--- src/rsc_pkg.sv ---
// package: register map, field positions and shared types for the random/supply block
`default_nettype none
package rsc_pkg;
  // ==========================================================
  // register map
  localparam logic [15:0] RANDOM_VALUE_ADDR = 16'h6105;
  localparam logic [15:0] RNG_SUPPLY_CONTROL_ADDR = 16'h6106;
  // ==========================================================
  // control register fields
  localparam int CTL_RSVD0_BIT = 0;
  localparam int CTL_VALID_BIT = 1;
  localparam int CTL_FORCE_BIT = 2;
  localparam int CTL_RSVD3_BIT = 3;
  localparam int CTL_SUPPLY_EN_BIT = 4;
  localparam int CTL_OVERLOAD_BIT = 5;
  localparam int CTL_MASK_BIT = 6;
  localparam int CTL_RSVD7_BIT = 7;
  localparam logic RSVD0_VALUE = 1'b1;
  localparam logic RSVD3_VALUE = 1'b0;
  localparam logic RSVD7_VALUE = 1'b0;
  localparam logic MASK_RESET = 1'b1;
  localparam logic SUPPLY_EN_RESET = 1'b0;
  localparam logic FORCE_RESET = 1'b0;
  localparam logic [7:0] RANDOM_RESET = 8'h00;
  // ==========================================================
  // generator
  localparam logic [15:0] LFSR_SEED = 16'hace1;
  localparam logic [15:0] LFSR_TAPS = 16'hb400;
  localparam logic [3:0] BITS_PER_BYTE = 4'h8;
  // ==========================================================
  // clock source for the secure link
  localparam logic CLK_SRC_OSC = 1'b0;
  localparam logic CLK_SRC_RF = 1'b1;

  typedef struct packed {
    logic [15:0] addr;
    logic [7:0] wdata;
    logic wr;
    logic rd;
  } rsc_bus_req_t;
endpackage : rsc_pkg
`default_nettype wire

--- src/rsc_sync.sv ---
// three-stage pad synchroniser with agreement filter
`default_nettype none
module rsc_sync #(
  parameter logic INIT = 1'b0
) (
  input wire logic clk,
  input wire logic reset_n,
  input wire logic pad,
  output logic level
);
  typedef struct packed {
    logic s1;
    logic s2;
    logic s3;
    logic lvl;
  } rsc_sync_st_t;
  rsc_sync_st_t st_q, st_d;

  always_comb begin
    st_d = st_q;
    st_d.s1 = pad;
    st_d.s2 = st_q.s1;
    st_d.s3 = st_q.s2;
    if (st_q.s2 == st_q.s3) begin
      st_d.lvl = st_q.s3;
    end
  end

  always_ff @(posedge clk) begin
    if (!reset_n) begin
      st_q <= {INIT, INIT, INIT, INIT};
    end else begin
      st_q <= st_d;
    end
  end

  assign level = st_q.lvl;
endmodule : rsc_sync
`default_nettype wire

--- src/rsc_lfsr.sv ---
// lfsr that steps only while run is high and assembles one random byte per eight steps
`default_nettype none
module rsc_lfsr (
  input wire logic clk,
  input wire logic reset_n,
  input wire logic run,
  output logic [7:0] byte_out,
  output logic byte_done
);
  typedef struct packed {
    logic [15:0] lfsr;
    logic [7:0] shreg;
    logic [3:0] cnt;
    logic done;
  } rsc_lfsr_st_t;
  rsc_lfsr_st_t st_q, st_d;
  logic fb;

  always_comb begin
    st_d = st_q;
    st_d.done = 1'b0;
    fb = ^(st_q.lfsr & rsc_pkg::LFSR_TAPS);
    if (run) begin
      st_d.lfsr = {st_q.lfsr[14:0], fb};
      st_d.shreg = {st_q.shreg[6:0], fb};
      if (st_q.cnt == rsc_pkg::BITS_PER_BYTE - 4'h1) begin
        st_d.cnt = 4'h0;
        st_d.done = 1'b1;
      end else begin
        st_d.cnt = st_q.cnt + 4'h1;
      end
    end
  end

  always_ff @(posedge clk) begin
    if (!reset_n) begin
      st_q <= '{lfsr: rsc_pkg::LFSR_SEED, shreg: 8'h00, cnt: 4'h0, done: 1'b0};
    end else begin
      st_q <= st_d;
    end
  end

  assign byte_out = st_q.shreg;
  assign byte_done = st_q.done;
endmodule : rsc_lfsr
`default_nettype wire

--- src/rsc_top.sv ---
// random byte register, secure supply switch control and secure link input gating
//
// Design decision made here: strobed register access.
`default_nettype none
// Behaviour
// - the newest generated byte is readable at the random value register address.
// - the valid flag in bit 1 of the control register is set when a fresh byte lands.
// - a read of the random value register clears the valid flag, unless a new byte lands in the same cycle.
// - with force-run clear, the interface unit's request decides when the generator runs.
// - with force-run set, the generator runs all the time.
// - with the input mask clear, the two secure pads pass straight to internal logic.
// - with the input mask set, internal link input is 0 and internal aux pin is 1.
// - bit 5 reads the live overload state of the supply switch.
// - with supply enable clear, the switch is off and the supply is tied to ground.
// - with supply enable set, the supply powers the secure chip and its pads.
// - with driver mix set, the antenna drivers follow link input and coder together.
// - the link input is sampled fast enough for rates above 424 kbit/s.
module rsc_top (
  input wire logic clk,
  input wire logic reset_n,
  input wire logic [15:0] reg_addr,
  input wire logic [7:0] reg_wdata,
  input wire logic reg_wr,
  input wire logic reg_rd,
  output logic [7:0] reg_rdata,
  input wire logic ciu_rng_request,
  input wire logic secure_link_in_pad,
  input wire logic aux_secure_pin_pad,
  input wire logic overload_pad,
  input wire logic coder_out,
  input wire logic driver_mix_select,
  input wire logic link_clk_source_select,
  input wire logic osc_clk_en,
  input wire logic rf_clk_en,
  output logic secure_link_in_int,
  output logic aux_secure_pin_int,
  output logic supply_switch_en,
  output logic supply_tie_ground,
  output logic antenna_driver_1,
  output logic antenna_driver_2,
  output logic secure_link_clk_en
);
  // ==========================================================
  // state
  typedef struct packed {
    logic [7:0] random_value;
    logic valid;
    logic force_run;
    logic supply_en;
    logic mask;
    logic [7:0] rdata;
    logic link_in;
    logic aux_pin;
    logic sw_en;
    logic tie_gnd;
    logic drv1;
    logic drv2;
    logic clk_en;
  } rsc_top_st_t;
  rsc_top_st_t st_q, st_d;

  rsc_pkg::rsc_bus_req_t req;
  logic link_sync;
  logic aux_sync;
  logic ovl_sync;
  logic run;
  logic [7:0] gen_byte;
  logic gen_done;
  logic [7:0] ctl_view;
  logic link_gated;
  logic drive_bit;

  assign req = '{addr: reg_addr, wdata: reg_wdata, wr: reg_wr, rd: reg_rd};

  // ==========================================================
  // pad synchronisers
  rsc_sync #(.INIT(1'b0)) u_sync_link (
    .clk(clk),
    .reset_n(reset_n),
    .pad(secure_link_in_pad),
    .level(link_sync)
  );
  rsc_sync #(.INIT(1'b1)) u_sync_aux (
    .clk(clk),
    .reset_n(reset_n),
    .pad(aux_secure_pin_pad),
    .level(aux_sync)
  );
  rsc_sync #(.INIT(1'b0)) u_sync_ovl (
    .clk(clk),
    .reset_n(reset_n),
    .pad(overload_pad),
    .level(ovl_sync)
  );

  // ==========================================================
  // generator
  assign run = st_q.force_run | ciu_rng_request;

  rsc_lfsr u_lfsr (
    .clk(clk),
    .reset_n(reset_n),
    .run(run),
    .byte_out(gen_byte),
    .byte_done(gen_done)
  );

  // ==========================================================
  // next state
  always_comb begin
    st_d = st_q;
    ctl_view = 8'h00;
    ctl_view[rsc_pkg::CTL_RSVD7_BIT] = rsc_pkg::RSVD7_VALUE;
    ctl_view[rsc_pkg::CTL_MASK_BIT] = st_q.mask;
    ctl_view[rsc_pkg::CTL_OVERLOAD_BIT] = ovl_sync;
    ctl_view[rsc_pkg::CTL_SUPPLY_EN_BIT] = st_q.supply_en;
    ctl_view[rsc_pkg::CTL_RSVD3_BIT] = rsc_pkg::RSVD3_VALUE;
    ctl_view[rsc_pkg::CTL_FORCE_BIT] = st_q.force_run;
    ctl_view[rsc_pkg::CTL_VALID_BIT] = st_q.valid;
    ctl_view[rsc_pkg::CTL_RSVD0_BIT] = rsc_pkg::RSVD0_VALUE;

    // register writes
    if (req.wr && req.addr == rsc_pkg::RANDOM_VALUE_ADDR) begin
      st_d.random_value = req.wdata;
    end
    if (req.wr && req.addr == rsc_pkg::RNG_SUPPLY_CONTROL_ADDR) begin
      st_d.mask = req.wdata[rsc_pkg::CTL_MASK_BIT];
      st_d.supply_en = req.wdata[rsc_pkg::CTL_SUPPLY_EN_BIT];
      st_d.force_run = req.wdata[rsc_pkg::CTL_FORCE_BIT];
      st_d.valid = req.wdata[rsc_pkg::CTL_VALID_BIT];
    end
    // read clears the flag; a new byte in the same cycle wins
    if (req.rd && req.addr == rsc_pkg::RANDOM_VALUE_ADDR) begin
      st_d.valid = 1'b0;
    end
    if (gen_done) begin
      st_d.random_value = gen_byte;
      st_d.valid = 1'b1;
    end

    // read data, one cycle after the strobe
    st_d.rdata = 8'h00;
    if (req.rd) begin
      case (req.addr)
        rsc_pkg::RANDOM_VALUE_ADDR: begin
          st_d.rdata = st_q.random_value;
        end
        rsc_pkg::RNG_SUPPLY_CONTROL_ADDR: begin
          st_d.rdata = ctl_view;
        end
        default: begin
          st_d.rdata = 8'h00;
        end
      endcase
    end

    // secure pads and supply
    st_d.link_in = st_q.mask ? 1'b0 : link_sync;
    st_d.aux_pin = st_q.mask ? 1'b1 : aux_sync;
    st_d.sw_en = st_q.supply_en;
    st_d.tie_gnd = ~st_q.supply_en;

    // antenna drivers: coder alone, or coder mixed with link input
    st_d.drv1 = drive_bit;
    st_d.drv2 = drive_bit;

    // link clock source: oscillator for wired, field clock for virtual card
    st_d.clk_en = (link_clk_source_select == rsc_pkg::CLK_SRC_RF) ? rf_clk_en
                                                                  : osc_clk_en;
  end

  assign link_gated = st_q.mask ? 1'b0 : link_sync;
  assign drive_bit = driver_mix_select ? (coder_out | link_gated) : coder_out;

  always_ff @(posedge clk) begin
    if (!reset_n) begin
      st_q <= '{random_value: rsc_pkg::RANDOM_RESET, valid: 1'b0,
                force_run: rsc_pkg::FORCE_RESET, supply_en: rsc_pkg::SUPPLY_EN_RESET,
                mask: rsc_pkg::MASK_RESET, rdata: 8'h00, link_in: 1'b0, aux_pin: 1'b1,
                sw_en: 1'b0, tie_gnd: 1'b1, drv1: 1'b0, drv2: 1'b0, clk_en: 1'b0};
    end else begin
      st_q <= st_d;
    end
  end

  // ==========================================================
  // outputs
  assign reg_rdata = st_q.rdata;
  assign secure_link_in_int = st_q.link_in;
  assign aux_secure_pin_int = st_q.aux_pin;
  assign supply_switch_en = st_q.sw_en;
  assign supply_tie_ground = st_q.tie_gnd;
  assign antenna_driver_1 = st_q.drv1;
  assign antenna_driver_2 = st_q.drv2;
  assign secure_link_clk_en = st_q.clk_en;
endmodule : rsc_top
`default_nettype wire

--- config.mk ---
export PLATFORM = sky130hd
export DESIGN_NAME = rsc_top
export DESIGN_NICKNAME = d
export VERILOG_FILES = /design/src/rsc_pkg.sv /design/src/rsc_sync.sv /design/src/rsc_lfsr.sv /design/src/rsc_top.sv
export SDC_FILE = /design/constraint.sdc
export NUM_CORES = 1
export LEC_CHECK = 0
export ABC_AREA = 1
export BUFFER_PORTS_ARGS = -buffer_cell sky130_fd_sc_hd__buf_2
export CORE_UTILIZATION = 49
export DETAILED_ROUTE_END_ITERATION = 10
export PLACE_DENSITY = 0.81
export SLEW_MARGIN = 20
export SYNTH_ARGS = -nofsm -noshare
export SYNTH_HDL_FRONTEND = slang
export SYNTH_SLANG_ARGS = --single-unit
--- constraint.sdc ---
create_clock -name clk -period 1.13 [get_ports clk]
set_input_delay 0.0565 -clock clk [delete_from_list [all_inputs] [get_ports clk]]
set_output_delay 0.0565 -clock clk [all_outputs]
set_load 0.1 [all_outputs]
==> out/results.ini <==
[status]
status = finished, final reports clean

[global_route]
grt_pass1_vias = 2057
antenna_found_initial = 0
overflow = 0
grt_max_degree = 42
grt_pass1_wl_um = 8728
grtUsageTotal = 0.1897

[sta]
tightest_slew_ns = 0.3007
setup_ws_ns = 0.05394
fmax_ghz = 0.9293
period_minus_slack_ns = 1.076
rsz0062_at_grt = no
setup_viol = 0
final_hold_viol_count = 0
finalSetupTns_ns = 0
slew_viol_final = 0
relSlewSlack = 0.8007
skew_ns = 0.003910
period_share = 0.9523

[critical_path]
crit_arrival_ns = 1.32
reg2reg_depth = 5
cp-endpoint = u_sync_aux.level
end_kind = flop
setup.worst_path.start = reset_n
cp.required_ns = 1.37
timing.rr.end = u_lfsr.st_q[4]
startpoint_type = input pin
crit_type = input pin to flop
timing.rr.start = u_lfsr.st_q[1]
crit_path_max_fanout = 7
reg2reg_setup_slack_ns = 0.06

[clock_network]
clock_path_buffers = 2
cts_tree = built
cts_made_buffers = 9
clk_transition_reported_paths_ns = 0.07
cts_setup_buffers = 0
clockRootBuffer = clkbuf_8
cts_num_sinks = 67
clk_latency_ns = 0.34
h-tree-depth = 3

[hold_path]
worstHoldPathType = input pin to flop

[floorplan]
initial_core_util = 0.5177
dieHeight_um = 75.92
core_sq_um = 5172
die_width_um = 75.92
fp-row-count = 26
die_area_sq_um = 5764
pin_count = 52

[logic_synthesis]
ys_ff_latch = 67
synth-main-ff-cell = dfxtp_1
synthArstFlopShare = 0
syn_area_sq_um = 2678
synth_top_area_frac = 0.5009
synthDistinctLibCells = 29
syn-num-nets = 387
synthCells = 349
ys_seq_area_frac = 0.5009
synthTopCellsByArea = dfxtp_1 (50%), nand2_1 (11%), nor2_1 (8.7%)
yosys.area.top_type = dfxtp_1
avgSynthCellArea_sq_um = 7.672
yosys_warnings = 0
synth_edf_count = 0

[detailed_routing]
ant_nets = 0
routed-via-count = 2286
routedWlPerCell_um = 10.36
drt_iter0_markers = 126
wirelength_um = 5026
viasPerCell = 4.713
drc_errors = 0
dr.pass1.iters = 4

[place]
dp_slack_ns = -0.05105
hpwlAfterDp_um = 3565
numPortBuffers = 51
gp_congestion = 0.7910
dpl-instance-area_sq_um = 2974

[final_layout]
drive_above_1_share = 0.2217
postLayoutCellArea_sq_um = 3346
final_cell_mix = nand2_1 (80), dfxtp_1 (65), nor2_1 (62), buf_2 (36), inv_1 (27)
diodes = 0
fin_nets = 448
mostFrequentLayoutCell = nand2_1
syn_to_final_growth_pct = 24.95

[job]
max-cap-violations = 0

[power]
power_uw = 4971
p_leak_uw = 0.001605
powerDensity_nw_per_um2 = 1486
max-vdd-ir-drop_mv = 1.235

==> per-layer routing <==
metal  up-vias  wire [um]  GRT usage
met4         0         17    0.05192
met2        55       2591     0.3264
met1      1016       2185     0.2153
met3         2        232    0.07952
met5         -          0          0
li1       1213          -          -
==> where the power goes <==
part / internal (uW) / switching (uW) / leakage (uW)
combinational: 190 / 235 / 0.000957
sequential: 2450 / 52.7 / 0.000549
clock: 1140 / 899 / 0.0000978
==> synth_stat cells, types with 3 or more instances <==
| master | n |
|---|---|
| dfxtp_1 | 67 |
| nand3b_1 | 6 |
| or2_2 | 3 |
| buf_4 | 10 |
| buf_2 | 6 |
| a21oi_1 | 23 |
| nand4_1 | 4 |
| o21ai_0 | 23 |
| xor2_1 | 3 |
| inv_1 | 27 |
| clkbuf_1 | 3 |
| nor3_1 | 4 |
| nand2_1 | 80 |
| nand3_1 | 9 |
| nor2_1 | 62 |
==> critical path, stage by stage <==
cell and delay, ns:
dlygate4sd3_1 0.52, buf_2 0.20, inv_1 0.08, or2_2 0.29
a21oi_1 0.13, nor2_1 0.05
==> per-stage QoR <==
| step | std cells | utilization | hold WS, ns |
|---|---|---|---|
| finish | 485 | 0.6468 | 0.02688 |
| global route | 485 | 0.6468 | 0.03935 |
| CTS | 485 | 0.6456 | 0.01369 |
| detailed placement | 457 | 0.5750 | 0.2490 |
| global placement | 457 | 0.5750 | 0.2441 |
| floorplan | 349 | - | 0.1501 |
==> how the worst min path moves through the flow <==
stage	startpoint	endpoint	slack [ns]	cells after the start
after floorplan	link_clk_source_select	secure_link_clk_en	0.15	1
after global placement	aux_secure_pin_pad	u_sync_aux.st_d[2]	0.24	2
after detailed placement	secure_link_in_pad	u_sync_link.st_d[2]	0.25	3
after CTS	reg_wdata[3]	st_q[22]	0.01	5
after global routing	reg_wdata[3]	st_q[22]	0.04	5
final	reg_wdata[3]	st_q[22]	0.03	5
==> logic make-up after synthesis <==
family / after synthesis / share of synthesized area
XOR/XNOR: 5 / 0.01636
adder cells (fa/ha/maj): 1 / 0.004672
flip-flops: 67 / 0.5009
buffers and inverters: 51 / 0.09439
AND/OR/NAND/NOR: 178 / 0.2944
AO/OA/AOI/OAI: 47 / 0.08925
==> cell type report <==
cell class / count / area (sq um)
Fill cell: 433 / 1827
Sequential cell: 67 / 1344
Multi-Input combinational cell: 231 / 1084
Timing Repair Buffer: 73 / 513.0
Clock buffer: 11 / 151.4
Inverter: 28 / 105.1
Tap cell: 70 / 87.58
Clock inverter: 5 / 61.31
==> flip-flops by register name (all words and copies together) (netlist names), 2 cells and up <==
register,flops
u_lfsr.st_q,20
reg_rdata,8
st_q,8
u_lfsr.byte_out,8
ctl_view,4
u_sync_aux.st_d,2
u_sync_link.st_d,2
u_sync_ovl.st_d,2
==> timing repair <==
| item | in CTS | in global routing |
|---|---|---|
| endpoints found under the setup margin | 15 | 5 |
| hold buffers | 12 | 0 |
| endpoints found under the hold margin | 9 | 0 |
| resized for setup | 13 | 3 |
No activity file was read; power rests on OpenSTA's default activity.
